--- src/design/cmplut_pkg.sv ---
package cmplut_pkg;

  // Instance and width figures
  localparam int NUM_LUT = 4;
  localparam int NUM_CMP = 4;
  localparam int CW_W = 4;
  localparam int IDX_W = 2;
  localparam int SEL_W = 2;
  localparam int NUM_DEST = 4;

  typedef logic [CW_W-1:0] cmplut_word_t;
  typedef logic [IDX_W-1:0] cmplut_idx_t;
  typedef logic [SEL_W-1:0] cmplut_sel_t;
  typedef logic [NUM_DEST-1:0] cmplut_dest_t;

  // Values after reset
  localparam cmplut_word_t CW_RESET = 4'h0;
  localparam cmplut_sel_t SEL_RESET = 2'h0;
  localparam cmplut_dest_t DEST_RESET = 4'h0;
  localparam logic [NUM_LUT-1:0] OUT_RESET = 4'h0;

  // Bit positions of the routing destination enables
  localparam int DEST_LOGIC = 0;
  localparam int DEST_DMA = 1;
  localparam int DEST_IO = 2;
  localparam int DEST_IRQ = 3;

  // Function codes
  localparam cmplut_word_t FN_ZERO = 4'h0;
  localparam cmplut_word_t FN_AND = 4'h1;
  localparam cmplut_word_t FN_A_ANDN_B = 4'h2;
  localparam cmplut_word_t FN_A = 4'h3;
  localparam cmplut_word_t FN_NA_AND_B = 4'h4;
  localparam cmplut_word_t FN_B = 4'h5;
  localparam cmplut_word_t FN_XOR = 4'h6;
  localparam cmplut_word_t FN_OR = 4'h7;
  localparam cmplut_word_t FN_NOR = 4'h8;
  localparam cmplut_word_t FN_XNOR = 4'h9;
  localparam cmplut_word_t FN_NOT_B = 4'ha;
  localparam cmplut_word_t FN_A_ORN_B = 4'hb;
  localparam cmplut_word_t FN_NOT_A = 4'hc;
  localparam cmplut_word_t FN_NA_OR_B = 4'hd;
  localparam cmplut_word_t FN_NAND = 4'he;
  localparam cmplut_word_t FN_ONE = 4'hf;

  function automatic logic cmplut_eval(input cmplut_word_t word, input logic a, input logic b);
    logic y;
    y = 1'b0;
    unique case (word)
      FN_ZERO: y = 1'b0;
      FN_AND: y = a & b;
      FN_A_ANDN_B: y = a & ~b;
      FN_A: y = a;
      FN_NA_AND_B: y = ~a & b;
      FN_B: y = b;
      FN_XOR: y = a ^ b;
      FN_OR: y = a | b;
      FN_NOR: y = ~(a | b);
      FN_XNOR: y = ~(a ^ b);
      FN_NOT_B: y = ~b;
      FN_A_ORN_B: y = a | ~b;
      FN_NOT_A: y = ~a;
      FN_NA_OR_B: y = ~a | b;
      FN_NAND: y = ~(a & b);
      FN_ONE: y = 1'b1;
    endcase
    return y;
  endfunction

  function automatic logic cmplut_pick(input logic [NUM_CMP-1:0] cmp, input cmplut_sel_t sel);
    return cmp[sel];
  endfunction

endpackage

--- src/design/cmplut_top.sv ---
// Overview of operation
// - Four separately programmed lookup tables.
// - Two comparator-selected inputs, one output each.
// - Outputs feed the digital routing interface.
// - Stored four-bit word selects the function.
// - Constants, pass and invert single input.
// - AND, masked AND, NOR, NAND codes.
// - XOR, OR, XNOR, masked OR codes.
module cmplut_top
  import cmplut_pkg::*;
(
  input wire logic clk,
  input wire logic reset,
  input wire logic [cmplut_pkg::NUM_CMP-1:0] cmp_in,
  input wire logic cfg_wr,
  input wire cmplut_pkg::cmplut_idx_t cfg_idx,
  input wire cmplut_pkg::cmplut_word_t cfg_word,
  input wire cmplut_pkg::cmplut_sel_t cfg_sel_a,
  input wire cmplut_pkg::cmplut_sel_t cfg_sel_b,
  input wire cmplut_pkg::cmplut_dest_t cfg_dest,
  input wire cmplut_pkg::cmplut_idx_t rd_idx,
  output cmplut_pkg::cmplut_word_t rd_word,
  output cmplut_pkg::cmplut_sel_t rd_sel_a,
  output cmplut_pkg::cmplut_sel_t rd_sel_b,
  output cmplut_pkg::cmplut_dest_t rd_dest,
  output logic [cmplut_pkg::NUM_LUT-1:0] lut_out,
  output logic [cmplut_pkg::NUM_LUT-1:0] route_logic,
  output logic [cmplut_pkg::NUM_LUT-1:0] route_dma,
  output logic [cmplut_pkg::NUM_LUT-1:0] route_io,
  output logic [cmplut_pkg::NUM_LUT-1:0] route_irq
);

  // Per-instance configuration
  cmplut_word_t word_q [NUM_LUT];
  cmplut_word_t word_d [NUM_LUT];
  cmplut_sel_t sel_a_q [NUM_LUT];
  cmplut_sel_t sel_a_d [NUM_LUT];
  cmplut_sel_t sel_b_q [NUM_LUT];
  cmplut_sel_t sel_b_d [NUM_LUT];
  cmplut_dest_t dest_q [NUM_LUT];
  cmplut_dest_t dest_d [NUM_LUT];
  logic [NUM_LUT-1:0] hit;

  // Readback
  cmplut_word_t rd_word_q;
  cmplut_word_t rd_word_d;
  cmplut_sel_t rd_sel_a_q;
  cmplut_sel_t rd_sel_a_d;
  cmplut_sel_t rd_sel_b_q;
  cmplut_sel_t rd_sel_b_d;
  cmplut_dest_t rd_dest_q;
  cmplut_dest_t rd_dest_d;

  // Function results and routed copies
  logic [NUM_LUT-1:0] cell_y;
  logic [NUM_LUT-1:0] in_a;
  logic [NUM_LUT-1:0] in_b;
  logic [NUM_LUT-1:0] out_q;
  logic [NUM_LUT-1:0] out_d;
  logic [NUM_LUT-1:0] r_logic_q;
  logic [NUM_LUT-1:0] r_logic_d;
  logic [NUM_LUT-1:0] r_dma_q;
  logic [NUM_LUT-1:0] r_dma_d;
  logic [NUM_LUT-1:0] r_io_q;
  logic [NUM_LUT-1:0] r_io_d;
  logic [NUM_LUT-1:0] r_irq_q;
  logic [NUM_LUT-1:0] r_irq_d;

  // True when the current write addresses instance i
  function automatic logic cfg_hit(input logic wr, input cmplut_idx_t idx, input int i);
    return wr && (idx == IDX_W'(i));
  endfunction

  // Write decode, shared by both setup groups
  always_comb begin
    for (int i = 0; i < NUM_LUT; i++) begin
      hit[i] = cfg_hit(cfg_wr, cfg_idx, i);
    end
  end

  // Function words: one instance per write, others untouched
  always_comb begin
    for (int i = 0; i < NUM_LUT; i++) begin
      word_d[i] = word_q[i];
      if (hit[i]) begin
        word_d[i] = cfg_word;
      end
    end
  end

  always_ff @(posedge clk) begin
    for (int i = 0; i < NUM_LUT; i++) begin
      if (reset) begin
        word_q[i] <= CW_RESET;
      end else begin
        word_q[i] <= word_d[i];
      end
    end
  end

  // Input selects and route enables, written together with the word
  always_comb begin
    for (int i = 0; i < NUM_LUT; i++) begin
      sel_a_d[i] = sel_a_q[i];
      sel_b_d[i] = sel_b_q[i];
      dest_d[i] = dest_q[i];
      if (hit[i]) begin
        sel_a_d[i] = cfg_sel_a;
        sel_b_d[i] = cfg_sel_b;
        dest_d[i] = cfg_dest;
      end
    end
  end

  always_ff @(posedge clk) begin
    for (int i = 0; i < NUM_LUT; i++) begin
      if (reset) begin
        sel_a_q[i] <= SEL_RESET;
        sel_b_q[i] <= SEL_RESET;
        dest_q[i] <= DEST_RESET;
      end else begin
        sel_a_q[i] <= sel_a_d[i];
        sel_b_q[i] <= sel_b_d[i];
        dest_q[i] <= dest_d[i];
      end
    end
  end

  // Input selection; both inputs may pick the same comparator
  always_comb begin
    for (int i = 0; i < NUM_LUT; i++) begin
      in_a[i] = cmplut_pick(cmp_in, sel_a_q[i]);
      in_b[i] = cmplut_pick(cmp_in, sel_b_q[i]);
    end
  end

  // One cell per instance, each on its own stored word
  for (genvar g = 0; g < NUM_LUT; g++) begin : g_cell
    cmplut_cell cmplut_cell_inst (
      .word(word_q[g]),
      .a(in_a[g]),
      .b(in_b[g]),
      .y(cell_y[g])
    );
  end

  // Gate one result onto one destination enable
  function automatic logic route_gate(input logic y, input cmplut_dest_t dest, input int pos);
    return y & dest[pos];
  endfunction

  // Outputs are flopped once so the routing fabric sees glitch-free levels;
  // the cost is one cycle of latency from comparator to route.
  always_comb begin
    out_d = cell_y;
  end

  always_ff @(posedge clk) begin
    if (reset) begin
      out_q <= OUT_RESET;
    end else begin
      out_q <= out_d;
    end
  end

  // A route whose enable is clear holds low, whatever the function gives
  always_comb begin
    for (int i = 0; i < NUM_LUT; i++) begin
      r_logic_d[i] = route_gate(cell_y[i], dest_q[i], DEST_LOGIC);
      r_dma_d[i] = route_gate(cell_y[i], dest_q[i], DEST_DMA);
      r_io_d[i] = route_gate(cell_y[i], dest_q[i], DEST_IO);
      r_irq_d[i] = route_gate(cell_y[i], dest_q[i], DEST_IRQ);
    end
  end

  always_ff @(posedge clk) begin
    if (reset) begin
      r_logic_q <= OUT_RESET;
      r_dma_q <= OUT_RESET;
      r_io_q <= OUT_RESET;
      r_irq_q <= OUT_RESET;
    end else begin
      r_logic_q <= r_logic_d;
      r_dma_q <= r_dma_d;
      r_io_q <= r_io_d;
      r_irq_q <= r_irq_d;
    end
  end

  // Readback of stored setup, one cycle after the index is presented
  always_comb begin
    rd_word_d = word_q[rd_idx];
    rd_sel_a_d = sel_a_q[rd_idx];
    rd_sel_b_d = sel_b_q[rd_idx];
    rd_dest_d = dest_q[rd_idx];
  end

  always_ff @(posedge clk) begin
    if (reset) begin
      rd_word_q <= CW_RESET;
      rd_sel_a_q <= SEL_RESET;
      rd_sel_b_q <= SEL_RESET;
      rd_dest_q <= DEST_RESET;
    end else begin
      rd_word_q <= rd_word_d;
      rd_sel_a_q <= rd_sel_a_d;
      rd_sel_b_q <= rd_sel_b_d;
      rd_dest_q <= rd_dest_d;
    end
  end

  // Every output is a flop; nothing combinational reaches a pin
  assign rd_word = rd_word_q;
  assign rd_sel_a = rd_sel_a_q;
  assign rd_sel_b = rd_sel_b_q;
  assign rd_dest = rd_dest_q;
  assign lut_out = out_q;
  assign route_logic = r_logic_q;
  assign route_dma = r_dma_q;
  assign route_io = r_io_q;
  assign route_irq = r_irq_q;

endmodule // cmplut_top

--- src/design/cmplut_cell.sv ---
module cmplut_cell
  import cmplut_pkg::*;
(
  input wire cmplut_pkg::cmplut_word_t word,
  input wire logic a,
  input wire logic b,
  output logic y
);

  always_comb begin
    y = cmplut_eval(word, a, b);
  end

endmodule // cmplut_cell

--- config.mk ---
export PLATFORM = sky130hd
export DESIGN_NAME = cmplut_top
export DESIGN_NICKNAME = d
export VERILOG_FILES = /design/src/design/cmplut_pkg.sv /design/src/design/cmplut_top.sv /design/src/design/cmplut_cell.sv
export SDC_FILE = /design/constraint.sdc
export NUM_CORES = 1
export LEC_CHECK = 0
export BUFFER_PORTS_ARGS = -buffer_cell sky130_fd_sc_hd__buf_2
export CORE_MARGIN = 2
export CORE_UTILIZATION = 58
export CTS_BUF_LIST = sky130_fd_sc_hd__clkbuf_4 sky130_fd_sc_hd__clkbuf_8
export DETAILED_ROUTE_END_ITERATION = 12
export PLACE_DENSITY = 0.92
export SLEW_MARGIN = 20
export SYNTH_ARGS = -nofsm -noshare
export SYNTH_HDL_FRONTEND = slang
export SYNTH_SLANG_ARGS = --single-unit
--- constraint.sdc ---
create_clock -name clk -period 2.5 [get_ports clk]
set_input_delay 0.125 -clock clk [delete_from_list [all_inputs] [get_ports clk]]
set_output_delay 0.125 -clock clk [all_outputs]
set_load 0.01 [all_outputs]
# == Word level (Yosys, flattened, before mapping) ==
# Memory sizes are Yosys's and may differ from the RTL's. A register that Yosys moved wholly into a read port is not among the register bits.
# Cells that the tools add are included.
# word_totals
ff_bits,20
in_bits,23
wordCells,224
mem_count,4
ramBits,48
# memory_table
memory,depth,word_bits,read_ports,rd_ports_with_merged_regs,write_ports,line,source
dest_q,4,4,5,1,4,cmplut_top.sv:40,cmplut_dest_t dest_q [NUM_LUT];
word_q,4,4,5,1,4,cmplut_top.sv:34,cmplut_word_t word_q [NUM_LUT];
sel_a_q,4,2,5,1,4,cmplut_top.sv:36,cmplut_sel_t sel_a_q [NUM_LUT];
sel_b_q,4,2,5,1,4,cmplut_top.sv:38,cmplut_sel_t sel_b_q [NUM_LUT];
# classes
order_cmp,8
muxes,55
reduce_logical,9
eq_ne,63
bitwise,80
# op_table
operator,n
equality test 4 bit (second input constant),32
equality test 4 x 3 -> 1 bit (second input constant),16
two-way mux 4 bit,16
case mux 1 bit (16 select lines),4
equality test 4 x 2 -> 1 bit (second input constant),8
two-way mux 2 bit,16
bitwise AND 1 bit,28
OR 1 bit,28
less-than comparator 2 x 3 -> 1 bit (second input constant),8
inverter 1 bit,20
binary-select mux 1 bit (select 2 bit),8
equality test 4 x 1 -> 1 bit (second input constant),4
zero test 4 bit,4
two-way mux 1 bit,11
equality test 2 bit (second input constant),2
logical AND 1 bit,4
XOR 1 bit,4
equality test 2 x 1 -> 1 bit (second input constant),1
zero test 2 bit,1

# == Depth between registers and ports, before layout ==
# depth
depth_word,6
ltp_mapped,8
mapped_depth_nobuf,8

# == Hierarchy ==
# From an unflattened synthesis, not the netlist that was laid out.
# unflattened
cells_unflattened,353
hier_area_um2,4031.4
# modules_own_cells
module,area_each_um2,seq_area_each_um2,cells_per_inst,instances
cmplut_top,3225.6,1601.5,277,1
cmplut_cell,201.4,0.0,19,4

# == Least setup slack after synthesis ==
# OpenSTA, ideal clock, no wires.
# synth_timing
path_type,register to register
startpoint,mem sel_b_q[1][0] (netlist bit)
endpoint,"reg r_dma_q[1], in the netlist route_dma[1]"
arrival_time_ns,1.994
setup_slack_ns,0.378
period_less_slack_ns,2.122
stages_incl_launch_ff,9
required_ns,2.372
path_cell_list,dfxtp_1 mux4_1 inv_1 ha_1 nand2b_1 a21oi_1 o221ai_1 nor4_4 nor2_1
# synth_rtl
item,line,source
"start, declared",cmplut_top.sv:38,
"end signal, assigned",cmplut_top.sv:184,r_dma_q <= r_dma_d;
"end, declared",cmplut_top.sv:62,logic [NUM_LUT-1:0] r_dma_q;

==> flow_summary_export.csv <==
group,metric,value,unit
outcome,status,"finished clean",
drt,vias_per_cell,6.04,
critical_path,critPathKind,"flop to flop",
critical_path,crit_cells,8,
critical_path,crit_buf_inv,1,
pwr,vdd_drop_max,0.000383,V
timing,setup_viol,0,
min_path,hold_class,"primary input to flop",
synth,synth_top_family_by_area,"simple AND/OR/NAND/NOR gates",
critical_path,timing.rr.end,"lut_out[1]$_SDFF_PP0_",
timing,worst_slew_pin_slew,0.890,ns
synth,synth_cell_types,40,
critical_path,rrSetupSlack,0.05,ns
critical_path,path_delay_family,"multiplexers",
pwr,p_leak,1.82,nW
finish,nets,518,
placement,place_ws,0.124,ns
timing,maxSlewViolCount,0,
timing,final.setup.worst_slack,0.0493,ns
synth,netlist_instances,441,
drt,ant_nets,0,
critical_path,startpoint_type,"flop",
synth,synth_compound_area_share,6.42,%
critical_path,cp_slowest_cell,"mux4_1",
cts,clk_latency,0.36,ns
finish,final_util,66.9,%
cts,htreeDepth,3,
synth,yosys.area_share.adder,4.89,%
critical_path,critPathCapture,"lut_out[1]$_SDFF_PP0_",
synth,synth.area.mux_share,19.3,%
cts,cts-root-buf,"clkbuf_8",
floorplanning,fp.dieH,88.0,um
drt,dr_total_vias,3506,
timing,finalHoldViolCount,0,
drt,drc,0,
critical_path,cp_max_fo,5,
cts,clk_path_buf_depth,2,
synth,ys_async_sr_fraction,0,%
global_routing,antenna_found_initial,0,
drt,drtIter0Drc,265,
drt,wirelength,9880,um
drt,drtPass1Iterations,4,
timing,fin_worst_skew,0.00707,ns
placement,gp_congestion,0.863,
cts,numCtsBuffers,9,
critical_path,reg2regPathDepth,8,
floorplanning,fp.coreArea,6830,sq um
synth,seq_area_frac_synth,39.1,%
cts,cts_tree,"yes",
timing,finalCriticalPeriod,2.45,ns
floorplanning,fp-row-count,30,
critical_path,crit_start,"sel_b_q[1][0]$_SDFFE_PP0P_",
floorplanning,die_w,88.0,um
cts,clk_pin_slew_worst_paths,0.09,ns
floorplanning,die-area,7750,sq um
flow_run,max_cap_viol_count,0,
critical_path,cp.required,2.73,ns
synth,synth-simple-area-share,26.1,%
cts,cts_sinks,80,
timing,slew_headroom,40.5,%
timing,finalCritPeriodShare,98.0,%
synth,synth-seq-cells,80,
placement,dp_hpwl,6860,um
finish,final_common_cell,"dfxtp_1",
critical_path,worstPathCellList,"mux4_1 > inv_1 > ha_1 > nand2b_1 > a21oi_1 > o221ai_1 > nor4_4 > nor3_2",
global_routing,overflow,0,
timing,fmax,408,MHz
global_routing,track_usage,26.4,%
finish,final_layout_size_suffix_gt1_share,22.7,%
synth,synth_flop_cell,"dfxtp_1",
global_routing,grt_pass1_vias,3309,
finish,synthToLayoutAreaGrowth,11.5,%
finish,antenna_cells,0,
synth,ys_warn_count,0,
critical_path,crit_path_end_kind,"flop",
critical_path,critPathMaxStageDelay,0.67,ns
floorplanning,initial_core_util,59.9,%
synth,synth_edf_count,0,
placement,portBuffers,54,
finish,mostFrequentLayoutCells,"80 x dfxtp_1, 79 x nand2_1, 56 x nor2_1",
synth,syn_avg_cell_area,9.29,sq um
synth,synthesis.nets,480,
critical_path,regToRegStartpoint,"sel_b_q[1][0]$_SDFFE_PP0P_",
synth,syn_area,4100,sq um
drt,wire_per_inst,17.0,um
global_routing,grt_max_degree,37,
floorplanning,io_pins,55,
global_routing,grt_pass1_wl,15800,um
pwr,powerDensity,561,nW/um^2
critical_path,crit_arrival,2.68,ns
synth,synthXorXnorAreaFrac,0,%
-- metal layers --
metal | GRT usage [%] | share of wire [%] | vias up
met4 | 9.78 | 1.6 | 0
met3 | 4.81 | 7.5 | 13
met2 | 45.1 | 50 | 177
li1 | - | - | 1611
met5 | 0 | 0 | -
met1 | 33.5 | 41 | 1705
-- final cells by class --
class                   count  area [sq um]
repair buffers             58           313
inverters                   8          30.0
clock buffers              10           138
clock inverters             6          50.0
fillers                   537          2260
multi-input cells         322          2320
flip-flops and latches     80          1600
well taps                  96           120
-- what timing repair did --
action | CTS | global route
hold buffers | 0 | 0
setup buffers | 0 | 2
setup endpoints to repair | 0 | 11
gates resized for setup | 0 | 3
-- kinds of logic (layout without fill, tap and decap cells) --
| group | after synthesis | after routing |
|---|---|---|
| muxes | 52 | 52 |
| adders and majority gates | 16 | 16 |
| and+or+nand+nor | 209 | 209 |
| DFF | 80 | 80 |
| AOI/OAI and AO/OA | 45 | 45 |
| buffers and inverters | 39 | 82 |
-- tightest hold or removal path: cells and delay by family --
kind	cells	cell delay, ns
AOI/OAI and AO/OA	1	0.05
and+or+nand+nor	1	0.05
buffers and inverters	1	0.13
-- how the worst min path moves through the flow --
stage	start	to	slack [ns]	cells after the start
floorplan	cfg_dest[0]	dest_q[2][0]$_SDFFE_PP0P_	0.26	2
global placement	cfg_dest[3]	dest_q[3][3]$_SDFFE_PP0P_	0.41	3
detailed placement	cfg_dest[3]	dest_q[2][3]$_SDFFE_PP0P_	0.41	3
CTS	cfg_dest[3]	dest_q[2][3]$_SDFFE_PP0P_	0.03	3
global route	cfg_dest[3]	dest_q[2][3]$_SDFFE_PP0P_	0.04	3
finish	cfg_dest[3]	dest_q[2][3]$_SDFFE_PP0P_	0.04	3
-- Yosys cell counts (all sizes together), types with 8 or more instances --
master | n | area share (%)
clkbuf | 18 | 1.9
ha | 16 | 4.9
nand2 | 79 | 7.2
nor2 | 56 | 5.1
nor3 | 8 | 1.6
mux2i | 28 | 6.8
nor2b | 18 | 2.7
buf | 12 | 1.3
inv | 8 | 0.73
a21oi | 31 | 3.8
dfxtp | 80 | 39
mux4 | 20 | 11
-- state kept, by name, summed over array words and instances (netlist names) --
signal       count
dest_q          16
lut_out          4
rd_dest          4
rd_sel_a         2
rd_sel_b         2
rd_word          4
route_dma        4
route_io         4
route_irq        4
route_logic      4
sel_a_q          8
sel_b_q          8
word_q          16
-- power breakdown --
| part | switching (W) | internal, W | total (W) |
|---|---|---|---|
| clock network | 0.000511 | 0.000400 | 0.000910 |
| logic | 0.000172 | 0.000130 | 0.000302 |
| registers | 0.0000467 | 0.00130 | 0.00135 |
| total | 0.000729 | 0.00183 | 0.00256 |
-- metrics by stage --
stage	setup TNS [ns]	hold slack [ns]	power, W	cells	area, sq um
finish	0	0.0379	0.00256	580	4570
detailed placement	0	0.415	0.00167	562	4380
floorplan	0	0.261	0.00157	441	4100
global placement	0	0.408	0.00165	562	4380
global route	-0.00122	0.0412	0.00265	580	4570
CTS	0	0.0301	0.00256	578	4560
Note: power is estimated with default switching activity, not from simulation.
